--- config.mk ---
export PLATFORM = sky130hd
export DESIGN_NAME = scmt_master_tx
export DESIGN_NICKNAME = d
export VERILOG_FILES = /design/src/core/scmt_pkg.sv /design/src/core/scmt_rate_if.sv /design/src/core/scmt_rate_gen.sv /design/src/core/scmt_sync2.sv /design/src/core/scmt_master_tx.sv
export SDC_FILE = /design/constraint.sdc
export NUM_CORES = 1
export LEC_CHECK = 0
export BUFFER_PORTS_ARGS = -buffer_cell sky130_fd_sc_hd__buf_2
export CAP_MARGIN = 20
export CORE_MARGIN = 1.5
export CORE_UTILIZATION = 60
export CTS_CLUSTER_SIZE = 8
export DETAILED_ROUTE_END_ITERATION = 8
export GPL_TIMING_DRIVEN = 1
export PLACE_DENSITY = 0.89
export REMOVE_ABC_BUFFERS = 1
export SLEW_MARGIN = 20
export SYNTH_ARGS = -nofsm -noshare
export SYNTH_HDL_FRONTEND = slang
export SYNTH_HIERARCHICAL = 1
export SYNTH_SLANG_ARGS = --single-unit
--- constraint.sdc ---
create_clock -name i_clk -period 4.8 [get_ports i_clk]
set_clock_uncertainty 0.15 [all_clocks]
set_input_delay 0 -clock i_clk [delete_from_list [all_inputs] [get_ports i_clk]]
set_output_delay 0 -clock i_clk [all_outputs]
set_load 0.01 [all_outputs]
--- src/core/scmt_pkg.sv ---
package scmt_pkg;

    // ---------------------------------------------------------------
    // register byte addresses
    // ---------------------------------------------------------------
    localparam logic [5:0] ADDR_TX_STATUS_CTRL = 6'h00;
    localparam logic [5:0] ADDR_RX_STATUS_CTRL = 6'h04;
    localparam logic [5:0] ADDR_RATE_CONTROL   = 6'h08;
    localparam logic [5:0] ADDR_RATE_DIV_LOW   = 6'h0c;
    localparam logic [5:0] ADDR_RATE_DIV_HIGH  = 6'h10;
    localparam logic [5:0] ADDR_TX_HOLDING     = 6'h14;
    localparam logic [5:0] ADDR_PERIPH_FLAG    = 6'h18;
    localparam logic [5:0] ADDR_PERIPH_MASK    = 6'h1c;
    localparam logic [5:0] ADDR_IRQ_CONTROL    = 6'h20;
    localparam logic [5:0] ADDR_EVT_STATUS     = 6'h24;
    localparam logic [5:0] ADDR_EVT_CLEAR      = 6'h28;
    localparam logic [5:0] ADDR_EVT_ENABLE     = 6'h2c;

    // ---------------------------------------------------------------
    // field positions
    // ---------------------------------------------------------------
    localparam int TXSC_MASTER_BIT      = 7;
    localparam int TXSC_NINTH_EN_BIT    = 6;
    localparam int TXSC_TX_EN_BIT       = 5;
    localparam int TXSC_SYNC_BIT        = 4;
    localparam int TXSC_HIGH_SPEED_BIT  = 2;
    localparam int TXSC_SHIFT_EMPTY_BIT = 1;
    localparam int TXSC_NINTH_DATA_BIT  = 0;
    localparam int RXSC_PORT_EN_BIT     = 7;
    localparam int RXSC_RX_EN_BIT       = 4;
    localparam int RXSC_RX_ACTIVE_BIT   = 2;
    localparam int RXSC_CLK_LEVEL_BIT   = 1;
    localparam int RXSC_DATA_LEVEL_BIT  = 0;
    localparam int RATE_IDLE_POL_BIT    = 4;
    localparam int RATE_WIDE_BIT        = 3;
    localparam int FLAG_TX_EMPTY_BIT    = 4;
    localparam int MASK_TX_IRQ_BIT      = 4;
    localparam int IRQC_GLOBAL_BIT      = 7;
    localparam int IRQC_PERIPH_BIT      = 6;
    localparam int EVT_BUF_EMPTY        = 0;
    localparam int EVT_FRAME_DONE       = 1;
    localparam int EVT_W                = 2;

    // ---------------------------------------------------------------
    // reset values and timing
    // ---------------------------------------------------------------
    localparam logic [7:0] CTRL_RST       = 8'h00;
    localparam logic       TX_EMPTY_RST   = 1'b1;
    localparam int         CLK_PERIOD_NS  = 5;
    localparam int         ICYC_CLKS      = 4;
    localparam logic [3:0] BITS_BYTE      = 4'h8;
    localparam logic [3:0] BITS_NINE      = 4'h9;

    typedef enum logic [1:0] {
        ST_IDLE  = 2'b00,
        ST_LOAD  = 2'b01,
        ST_SHIFT = 2'b10
    } scmt_state_type;

endpackage

--- src/core/scmt_rate_if.sv ---
`timescale 1ns/1ps
interface scmt_rate_if;
    logic [15:0] divisor;
    logic        wide;
    logic        run;
    logic        icyc_tick;
    logic        rate_tick;

    modport gen  (input divisor, input wide, input run, output icyc_tick, output rate_tick);
    modport user (output divisor, output wide, output run, input icyc_tick, input rate_tick);
endinterface

--- src/core/scmt_rate_gen.sv ---
`timescale 1ns/1ps
module scmt_rate_gen
(
    // clock and reset
    input  wire logic i_clk,
    input  wire logic i_rst,
    // rate port
    scmt_rate_if.gen  rate
);

    typedef struct packed {
        logic [1:0]  pre;
        logic [15:0] cnt;
    } scmt_rgen_type;

    scmt_rgen_type q;
    scmt_rgen_type d;
    logic [15:0]   limit;
    logic          icyc;

    // ---------------------------------------------------------------
    // instruction cycle enable and divisor count
    // ---------------------------------------------------------------
    // the narrow mode ignores the high divisor so stale high bits do no harm
    assign limit = rate.wide ? rate.divisor : {8'h00, rate.divisor[7:0]};
    assign icyc  = (q.pre == 2'(scmt_pkg::ICYC_CLKS - 1));

    always_comb
    begin
        d     = q;
        d.pre = icyc ? 2'h0 : q.pre + 2'h1;
        if (!rate.run)
            d.cnt = limit;
        else if (icyc)
            d.cnt = (q.cnt == 16'h0000) ? limit : q.cnt - 16'h0001;
    end

    always_ff @(posedge i_clk)
    begin
        if (i_rst)
            q <= '0;
        else
            q <= d;
    end

    assign rate.icyc_tick = icyc;
    assign rate.rate_tick = rate.run & icyc & (q.cnt == 16'h0000);

endmodule // scmt_rate_gen

--- src/core/scmt_sync2.sv ---
`timescale 1ns/1ps
module scmt_sync2 #(
    parameter int W = 2
)
(
    // clock and reset
    input  wire logic         i_clk,
    input  wire logic         i_rst,
    // levels
    input  wire logic [W-1:0] i_d,
    output logic      [W-1:0] o_q
);

    typedef struct packed {
        logic [W-1:0] meta;
        logic [W-1:0] stab;
    } scmt_sync_type;

    scmt_sync_type q;
    scmt_sync_type d;

    // only the second stage is ever read outside
    always_comb
    begin
        d.meta = i_d;
        d.stab = q.meta;
    end

    always_ff @(posedge i_clk)
    begin
        if (i_rst)
            q <= '0;
        else
            q <= d;
    end

    assign o_q = q.stab;

endmodule // scmt_sync2

--- src/core/scmt_master_tx.sv ---
// The placing of the registers and register access over Avalon-MM were decided locally.
`timescale 1ns/1ps
// Operation
// - link is half duplex; no reception while transmitting and vice versa.
// - clock source select bit 7 of tx status/control enters master operation.
// - clocked mode select bit 4 of tx status/control selects synchronous operation.
// - port enable bit 7 of rx status/control gives pins to clock and data.
// - in master operation the device drives the shift clock itself.
// - idle polarity bit 4 of rate control sets clock idle level.
// - shifter loads from buffer only after the last bit, immediately if data waits.
// - buffer to shifter transfer takes one instruction cycle, then empty flag sets.
// - transmit interrupt enable gates only the request, never the flag.
// - software cannot clear the empty flag; a buffer write clears it.
// - read-only shifter empty bit 1 of tx status/control, polled only.
// - the shifter is not reachable from the register map.
// - writing the holding buffer while enabled starts shifting that word out.
module scmt_master_tx
(
    // clock and reset
    input  wire logic        i_clk,
    input  wire logic        i_rst,
    // avalon-mm slave
    input  wire logic [5:0]  i_avs_address,
    input  wire logic        i_avs_read,
    input  wire logic        i_avs_write,
    input  wire logic [31:0] i_avs_writedata,
    output logic      [31:0] o_avs_readdata,
    output logic             o_avs_waitrequest,
    // shift clock line
    input  wire logic        i_shift_clk_line,
    output logic             o_shift_clk_line,
    output logic             o_shift_clk_line_oe,
    // shift data line
    input  wire logic        i_shift_data_line,
    output logic             o_shift_data_line,
    output logic             o_shift_data_line_oe,
    // interrupt
    output logic             o_irq
);

    typedef struct packed {
        logic                          ph;
        logic [31:0]                   rdata;
        logic [7:0]                    txsc;
        logic [7:0]                    rxsc;
        logic [7:0]                    rctl;
        logic [7:0]                    div_lo;
        logic [7:0]                    div_hi;
        logic [7:0]                    hold;
        logic                          txbe;
        logic                          tx_irq_enable;
        logic [7:0]                    irqc;
        logic [scmt_pkg::EVT_W-1:0]    evt_sts;
        logic [scmt_pkg::EVT_W-1:0]    evt_en;
        scmt_pkg::scmt_state_type      st;
        logic [8:0]                    shreg;
        logic [3:0]                    bits;
        logic                          sclk_act;
        logic                          dout;
    } scmt_tx_type;

    scmt_tx_type                q;
    scmt_tx_type                d;
    logic                       acc_wr;
    logic                       buf_wr;
    logic                       go;
    logic                       port_en;
    logic                       clk_drive;
    logic                       rx_active;
    logic                       shift_empty;
    logic [1:0]                 line_lvl;
    logic [31:0]                rd_val;
    logic [scmt_pkg::EVT_W-1:0] evt_set;
    logic [scmt_pkg::EVT_W-1:0] evt_clr;

    scmt_rate_if rate ();

    // ---------------------------------------------------------------
    // helpers
    // ---------------------------------------------------------------
    scmt_rate_gen u_rate
    (
        .i_clk (i_clk),
        .i_rst (i_rst),
        .rate  (rate)
    );

    // line levels are only observed, never used to time the shifter
    scmt_sync2 #(.W(2)) u_sync
    (
        .i_clk (i_clk),
        .i_rst (i_rst),
        .i_d   ({i_shift_clk_line, i_shift_data_line}),
        .o_q   (line_lvl)
    );

    assign rate.divisor = {q.div_hi, q.div_lo};
    assign rate.wide    = q.rctl[scmt_pkg::RATE_WIDE_BIT];
    assign rate.run     = (q.st == scmt_pkg::ST_SHIFT);

    // ---------------------------------------------------------------
    // mode decode
    // ---------------------------------------------------------------
    assign port_en     = q.rxsc[scmt_pkg::RXSC_PORT_EN_BIT];
    assign clk_drive   = port_en & q.txsc[scmt_pkg::TXSC_SYNC_BIT]
                         & q.txsc[scmt_pkg::TXSC_MASTER_BIT];
    assign go          = clk_drive & q.txsc[scmt_pkg::TXSC_TX_EN_BIT];
    assign shift_empty = (q.st != scmt_pkg::ST_SHIFT);
    assign rx_active   = port_en & q.rxsc[scmt_pkg::RXSC_RX_EN_BIT]
                         & (q.st == scmt_pkg::ST_IDLE);
    assign acc_wr      = i_avs_write & q.ph;
    assign buf_wr      = acc_wr & (i_avs_address == scmt_pkg::ADDR_TX_HOLDING);
    assign evt_clr     = (acc_wr && i_avs_address == scmt_pkg::ADDR_EVT_CLEAR)
                         ? i_avs_writedata[scmt_pkg::EVT_W-1:0] : '0;

    // ---------------------------------------------------------------
    // read mux
    // ---------------------------------------------------------------
    // the shifter has no address; nothing below exposes it
    always_comb
    begin
        rd_val = 32'h0000_0000;
        unique case (i_avs_address)
            scmt_pkg::ADDR_TX_STATUS_CTRL:
            begin
                rd_val[7:0]                           = q.txsc;
                rd_val[scmt_pkg::TXSC_SHIFT_EMPTY_BIT] = shift_empty;
            end
            scmt_pkg::ADDR_RX_STATUS_CTRL:
            begin
                rd_val[7:0]                           = q.rxsc;
                rd_val[scmt_pkg::RXSC_RX_ACTIVE_BIT]  = rx_active;
                rd_val[scmt_pkg::RXSC_CLK_LEVEL_BIT]  = line_lvl[1];
                rd_val[scmt_pkg::RXSC_DATA_LEVEL_BIT] = line_lvl[0];
            end
            scmt_pkg::ADDR_RATE_CONTROL:  rd_val[7:0] = q.rctl;
            scmt_pkg::ADDR_RATE_DIV_LOW:  rd_val[7:0] = q.div_lo;
            scmt_pkg::ADDR_RATE_DIV_HIGH: rd_val[7:0] = q.div_hi;
            scmt_pkg::ADDR_TX_HOLDING:    rd_val[7:0] = q.hold;
            scmt_pkg::ADDR_PERIPH_FLAG:   rd_val[scmt_pkg::FLAG_TX_EMPTY_BIT] = q.txbe;
            scmt_pkg::ADDR_PERIPH_MASK:   rd_val[scmt_pkg::MASK_TX_IRQ_BIT] = q.tx_irq_enable;
            scmt_pkg::ADDR_IRQ_CONTROL:   rd_val[7:0] = q.irqc;
            scmt_pkg::ADDR_EVT_STATUS:    rd_val[scmt_pkg::EVT_W-1:0] = q.evt_sts;
            scmt_pkg::ADDR_EVT_ENABLE:    rd_val[scmt_pkg::EVT_W-1:0] = q.evt_en;
            default:                      rd_val = 32'h0000_0000;
        endcase
    end

    // ---------------------------------------------------------------
    // next state
    // ---------------------------------------------------------------
    always_comb
    begin
        d       = q;
        evt_set = '0;
        d.ph    = (i_avs_read | i_avs_write) & ~q.ph;
        if (i_avs_read && !q.ph)
            d.rdata = rd_val;

        unique case (q.st)
            scmt_pkg::ST_IDLE:
            begin
                d.sclk_act = 1'b0;
                if (go && !q.txbe && !buf_wr)
                    d.st = scmt_pkg::ST_LOAD;
            end
            scmt_pkg::ST_LOAD:
            begin
                // a buffer write in the same cycle delays the load one
                // instruction cycle, so the flag set never meets its clear
                if (!go)
                    d.st = scmt_pkg::ST_IDLE;
                else if (rate.icyc_tick && !buf_wr)
                begin
                    d.shreg = {q.txsc[scmt_pkg::TXSC_NINTH_DATA_BIT], q.hold};
                    d.bits  = q.txsc[scmt_pkg::TXSC_NINTH_EN_BIT]
                              ? scmt_pkg::BITS_NINE : scmt_pkg::BITS_BYTE;
                    d.dout  = q.hold[0];
                    d.txbe  = 1'b1;
                    evt_set[scmt_pkg::EVT_BUF_EMPTY] = 1'b1;
                    d.st    = scmt_pkg::ST_SHIFT;
                end
            end
            scmt_pkg::ST_SHIFT:
            begin
                if (!go)
                begin
                    d.st       = scmt_pkg::ST_IDLE;
                    d.sclk_act = 1'b0;
                end
                else if (rate.rate_tick && !q.sclk_act)
                    d.sclk_act = 1'b1;
                else if (rate.rate_tick)
                begin
                    d.sclk_act = 1'b0;
                    d.shreg    = {1'b0, q.shreg[8:1]};
                    d.dout     = q.shreg[1];
                    d.bits     = q.bits - 4'h1;
                    if (q.bits == 4'h1)
                    begin
                        evt_set[scmt_pkg::EVT_FRAME_DONE] = 1'b1;
                        d.st = (!q.txbe && !buf_wr) ? scmt_pkg::ST_LOAD : scmt_pkg::ST_IDLE;
                    end
                end
            end
            default:
                d.st = scmt_pkg::ST_IDLE;
        endcase

        if (acc_wr)
        begin
            unique case (i_avs_address)
                scmt_pkg::ADDR_TX_STATUS_CTRL: d.txsc = i_avs_writedata[7:0]
                                                        & ~(8'h01 << scmt_pkg::TXSC_SHIFT_EMPTY_BIT);
                scmt_pkg::ADDR_RX_STATUS_CTRL: d.rxsc = i_avs_writedata[7:0] & 8'hf0;
                scmt_pkg::ADDR_RATE_CONTROL:   d.rctl = i_avs_writedata[7:0];
                scmt_pkg::ADDR_RATE_DIV_LOW:   d.div_lo = i_avs_writedata[7:0];
                scmt_pkg::ADDR_RATE_DIV_HIGH:  d.div_hi = i_avs_writedata[7:0];
                scmt_pkg::ADDR_TX_HOLDING:
                begin
                    d.hold = i_avs_writedata[7:0];
                    d.txbe = 1'b0;
                end
                scmt_pkg::ADDR_PERIPH_MASK:    d.tx_irq_enable = i_avs_writedata[scmt_pkg::MASK_TX_IRQ_BIT];
                scmt_pkg::ADDR_IRQ_CONTROL:    d.irqc = i_avs_writedata[7:0] & 8'hc0;
                scmt_pkg::ADDR_EVT_ENABLE:     d.evt_en = i_avs_writedata[scmt_pkg::EVT_W-1:0];
                // the flag register and unmapped words take writes and ignore them;
                // a load in this cycle must still be able to set the flag
                default:                       ;
            endcase
        end

        // a new event beats a clear in the same cycle
        d.evt_sts = (q.evt_sts & ~evt_clr) | evt_set;
    end

    always_ff @(posedge i_clk)
    begin
        if (i_rst)
        begin
            q        <= '0;
            q.txsc   <= scmt_pkg::CTRL_RST;
            q.rxsc   <= scmt_pkg::CTRL_RST;
            q.rctl   <= scmt_pkg::CTRL_RST;
            q.txbe   <= scmt_pkg::TX_EMPTY_RST;
            q.st     <= scmt_pkg::ST_IDLE;
        end
        else
            q <= d;
    end

    // ---------------------------------------------------------------
    // outputs
    // ---------------------------------------------------------------
    assign o_avs_readdata       = q.rdata;
    assign o_avs_waitrequest    = (i_avs_read | i_avs_write) & ~q.ph;
    assign o_shift_clk_line     = q.rctl[scmt_pkg::RATE_IDLE_POL_BIT] ^ q.sclk_act;
    assign o_shift_clk_line_oe  = clk_drive;
    assign o_shift_data_line    = q.dout;
    assign o_shift_data_line_oe = port_en & (q.st != scmt_pkg::ST_IDLE);
    // the flag path needs both global enables; the event path does not
    assign o_irq = (|(q.evt_sts & q.evt_en))
                   | (q.txbe & q.tx_irq_enable & q.irqc[scmt_pkg::IRQC_GLOBAL_BIT]
                      & q.irqc[scmt_pkg::IRQC_PERIPH_BIT]);
endmodule // scmt_master_tx

# == Yosys cells after proc, flatten, opt, wreduce, memory -nomap -nowiden ==
# Index checks and enable logic that the tools add are counted.
# totals
latchBits,0
mem_bits_rw,0
regBits,99
output_inout_bits,38
wordCells,151
rom_bits,0
n_memories,0
# classes
order_cmp,0
muxes,45
reduce_logical,31
n_eq_ne,28
bitwise_logic,22
div_mod_pow,0
n_mul,0
add_sub_neg,3
shifts,0
# ops
operator,n
two-way mux 16 bit,4
two-way mux 15 bit,2
two-way mux 13 bit,2
case mux 13 bit (2 select lines),1
equality test 6 x 5 -> 1 bit (second input constant),4
equality test 6 bit (second input constant),4
two-way mux 1 bit,21
case mux 3 bit (7 select lines),1
AND reduction 2 bit,10
two-way mux 17 bit,1
logical NOT 16 bit,1
case mux 2 bit (8 select lines),1
subtractor 16 x 1 -> 16 bit (second input constant),1
bitwise AND 1 bit,14
inequality test 2 bit (second input constant),7
equality test 6 x 4 -> 1 bit (second input constant),2
inequality test 3 bit (second input constant),4
case mux 2 bit (6 select lines),1
two-way mux 10 bit,1
two-way mux 2 bit,5
two-way mux 8 bit,1
case mux 1 bit (8 select lines),1
logical AND 1 bit,7
equality test 6 x 3 -> 1 bit (second input constant),1
22 further kinds,32

# == Logic depth before layout (Yosys ltp) ==
# depth
depth_word,10
ltp_mapped,11

# == Hierarchy ==
# The synthesis kept the hierarchy.
# modules_own_cells
mod,cells_each,area_each_um2,n_inst,seq_area_each_um2
scmt_master_tx,467,3878.7,1,1521.5
scmt_rate_gen,161,1246.2,1,360.3
scmt_sync2,8,105.1,1,80.1

# == Worst setup path before layout ==
# No wires, ideal clock.
# synth_path
path_kind,flip-flop to flip-flop
startpoint,register u_rate/q[0] in the netlist's numbering
endpoint,register q[16] in the netlist's numbering
arrival_time_ps,2754
period_less_slack_ps,3036
setup_ps,132
path_buffers,1
stages_incl_launch_ff,12
slack_ps,1764
required_time_ps,4518
cell_sequence,dfxtp_1 -> inv_1 -> ha_1 -> or4b_2 -> or4_4 -> buf_6 -> nor2_1 -> nand3b_1 -> nor3b_1 -> nand2b_1 -> o22a_1 -> nor3_1
# synth_via
elab_chain_len,5
elab_cells_between_ends,6
# synth_rtl
element,line_no,source
start: declaration,scmt_rate_gen.sv:16,scmt_rgen_type q;
start signal: assignment,scmt_rate_gen.sv:41,q <= '0;
start signal: assignment,scmt_rate_gen.sv:43,q <= d;
logical NOT 16 bit *,scmt_rate_gen.sv:47,assign rate.rate_tick = rate.run & icyc & (q.cnt == 16'h0000);
bitwise AND 1 bit *,scmt_rate_gen.sv:47,
named net rate.rate_tick,scmt_rate_if.sv:7,logic rate_tick;
logical AND 1 bit,scmt_master_tx.sv:191,else if (rate.rate_tick && !q.sclk_act)
inequality test 3 bit (no line),--,
AND reduction 5 bit (no line) *,--,
end: declaration,scmt_master_tx.sv:62,scmt_tx_type q;
# The timed path passes the listed nets; every way through them passes the cells marked *.
# A chain may end at the register's enable or synchronous reset.

# == Worst setup path in the final report ==
# Same ends and word-level chain as after synthesis.

==> flow_metrics.env <==
export IMPL_start_util_pct=62.7
export IMPL_area_growth_syn_to_layout_pct=6.41
export IMPL_p_leak_nw=2.00
export IMPL_cp_num_buf_inv=1
export IMPL_worst_pin_slew_ns=0.917
export IMPL_worst_path_max_fanout=9
export IMPL_fillers=675
export IMPL_htreeDepth=3
export IMPL_critPathKind="reg -> reg"
export IMPL_clk_pin_slew_ns=0.10
export IMPL_postCtsResizedCells=0
export IMPL_hold_violations=0
export IMPL_drc=0
export IMPL_placedInstanceArea_sq_um=5220
export IMPL_cap_violations=0
export IMPL_synth_distinct_cells=69
export IMPL_crit_start="u_rate/q[0]"
export IMPL_ys_warn_count=6
export IMPL_status="finished clean"
export IMPL_grt_pass1_wl_microns=22200
export IMPL_vias_per_cell=6.35
export IMPL_cts_tree="yes"
export IMPL_firstDrtPassIters=5
export IMPL_max_stage_delay_ns=0.62
export IMPL_crit_path_start_kind="flip-flop"
export IMPL_globalplace_congestion=0.955
export IMPL_drt_initial_drc_count=478
export IMPL_grt_pass1_vias=4452
export IMPL_final_nets=702
export IMPL_cts_hold_buffers=16
export IMPL_routed_top_layer="met4"
export IMPL_syn_inst=636
export IMPL_fin_util_pct=66.7
export IMPL_routed_wl_met2_microns=6570
export IMPL_path_delay_family="simple AND/OR/NAND/NOR gates"
export IMPL_clk_latency_ns=0.37
export IMPL_synth_edff_count=0
export IMPL_cpMaxStageDelayCell="or4b_2"
export IMPL_rr_startpoint="u_rate/q[0]"
export IMPL_ys_seq_area_share_pct=37.5
export IMPL_slew_violations=0
export IMPL_die_w_microns=96.4
export IMPL_max_vdd_ir_drop_mv=0.219
export IMPL_wl_met1_microns=5560
export IMPL_antenna_cells=0
export IMPL_dp_slack_ns=1.41
export IMPL_dr_wl_met3_microns=1040
export IMPL_dpl_hpwl_microns=9320
export IMPL_dpl_cell_count=731
export IMPL_pin_count=82
export IMPL_core_area_sq_um=8340
export IMPL_synth_top_flop_cell="dfxtp_1"
export IMPL_setup_viol=0
export IMPL_antenna_found_initial=0
export IMPL_p_per_area_nw_per_um2=260
export IMPL_cts_root_buf="clkbuf_8"
export IMPL_cts_buffer_depth=2
export IMPL_r2r_slack_ns=1.32
export IMPL_fp_dieArea_sq_um=9290
export IMPL_clock_fmax_mhz=288
export IMPL_setup_ws_ns=1.32
export IMPL_grt_start_max_net_pins=57
export IMPL_cp_end_kind="flip-flop"
export IMPL_avgSynthCellArea_sq_um=8.22
export IMPL_drive_gt1_share_pct=11.9
export IMPL_cts_buffers=9
export IMPL_seq_area_sq_um=1960
export IMPL_antenna_left=0
export IMPL_routed_wl_microns=13700
export IMPL_worstHoldStart="i_avs_write"
export IMPL_layout_cells_non_filler=763
export IMPL_multi_input_area_sq_um=2860
export IMPL_arrival_ns=3.57
export IMPL_design_area_sq_um=5570
export IMPL_die_h_microns=96.4
export IMPL_grt_overflow=0
export IMPL_routed_via_count=4843
export IMPL_drt_wirelength_per_cell_microns=18.0
export IMPL_async_flop_share_pct=0
export IMPL_whs_ns=0.0469
export IMPL_port_buffers=33
export IMPL_crit_path_cell_trace="inv_1, ha_1, or4b_2, or4_4, nor2_1, nand3b_1, nor3b_1, nand2b_1, o22a_1, nor3_1"
export IMPL_cts_sinks=98
export IMPL_rows=33
export IMPL_post_cts_buffers=0
export IMPL_yosys_register_bits=98
export IMPL_relSlewSlack_pct=38.4
export IMPL_final_min_period_over_clock_period_pct=72.5
export IMPL_grt_usage_pct=31.2
export IMPL_fin_tns_setup_ns=0
export IMPL_p_total_mw=1.45
export IMPL_syn_cell_area_sq_um=5230
export IMPL_worstPathRequired_ns=4.89
export IMPL_rsz0062_at_grt="no"
export IMPL_min_path_type="in -> reg"
export IMPL_min_period_ns=3.48
[path summary, 6_finish.rpt]
path | endpoint | depth (start not counted)
max | q[16] | 10
min | q[29] | 5
min reg2reg | u_rate/q[16] | 1
max reg2reg | q[16] | 10
[cell families after synthesis]
kind of cell,after synthesis,share of synthesized area (%)
other cells,1,0.0717
mux,42,8.78
xor+xnor,5,0.837
fa+ha+maj,5,1.20
buf+inv,86,9.50
compound gates,139,17.5
simple gates,260,24.6
flops,98,37.5
[sequential cells by signal, summed over array words and instances (netlist names)]
| name | count |
|---|---|
| u_sync/o_q | 2 |
| o_avs_readdata | 8 |
| port_en | 1 |
| q | 67 |
| u_sync/d | 2 |
| u_rate/q | 18 |
[report_power, final]
| part | internal (mW) | leakage, nW | switching (mW) |
|---|---|---|---|
| registers | 0.818 | 0.791 | 0.00277 |
| logic | 0.0312 | 1.12 | 0.0684 |
| clock network | 0.222 | 0.0936 | 0.307 |
[Yosys cell counts (3+ instances only)]
library cell | count | share of area [%]
o211ai_1 | 3 | 0.43
nor4_1 | 6 | 0.72
nand2_1 | 83 | 6.0
nand4_1 | 4 | 0.48
a31oi_1 | 13 | 1.6
o21ai_0 | 25 | 2.4
a32o_1 | 4 | 0.77
a221oi_1 | 3 | 0.50
ha_1 | 5 | 1.2
clkbuf_1 | 26 | 1.9
a311oi_1 | 8 | 1.3
and3_1 | 4 | 0.48
dfxtp_1 | 98 | 38
mux2i_1 | 35 | 6.7
nor2_1 | 53 | 3.8
a21o_1 | 3 | 0.43
or4_1 | 7 | 1.0
inv_1 | 14 | 1.0
xor2_1 | 4 | 0.67
mux2_2 | 5 | 1.1
buf_4 | 34 | 4.9
buf_6 | 4 | 0.86
a22oi_1 | 7 | 1.0
a21oi_1 | 50 | 4.8
buf_2 | 4 | 0.38
nor3b_1 | 4 | 0.57
nand3_1 | 34 | 3.3
nor3_1 | 22 | 2.1
and2_1 | 3 | 0.36
nand2b_1 | 10 | 1.2
or3_1 | 5 | 0.60
nor2b_1 | 9 | 1.1
[area by class of cell]
class | instances | share of cell area (%)
clock inverters | 4 | 0.607
flip-flops and latches | 98 | 35.3
well taps | 105 | 2.36
clock buffers | 12 | 2.79
repair buffers | 54 | 6.52
inverters | 15 | 1.01
multi-input cells | 475 | 51.5
[cells in the final DEF (no fill, tap or decap), types with 5 or more instances in the layout]
cell and instances:
a21oi_1 50, a22oi_1 7, a311oi_1 8, a31oi_1 13
buf_2 33, buf_4 5, clkbuf_8 11, conb_1 24
dfxtp_1 98, dlygate4sd3_1 16, ha_1 5, inv_1 14
mux2_2 5, mux2i_1 35, nand2_1 83, nand2b_1 10
nand3_1 34, nor2_1 53, nor2b_1 9, nor3_1 22
nor4_1 5, o21ai_0 25, or3_1 5, or4_1 7
[worst min-delay path, cell delays in order]
cell     delay (ns)
buf_2          0.11
nand2_1        0.12
nor4_1         0.09
mux2i_1        0.15
nor2_1         0.06
[routing by layer]
metal	global-route usage, %	vias to the layer above
met1	40.5	2263
met3	3.79	50
met4	15.6	0
li1	-	2251
met5	0	-
met2	51.2	279
Power figures use the tool's default switching activity.
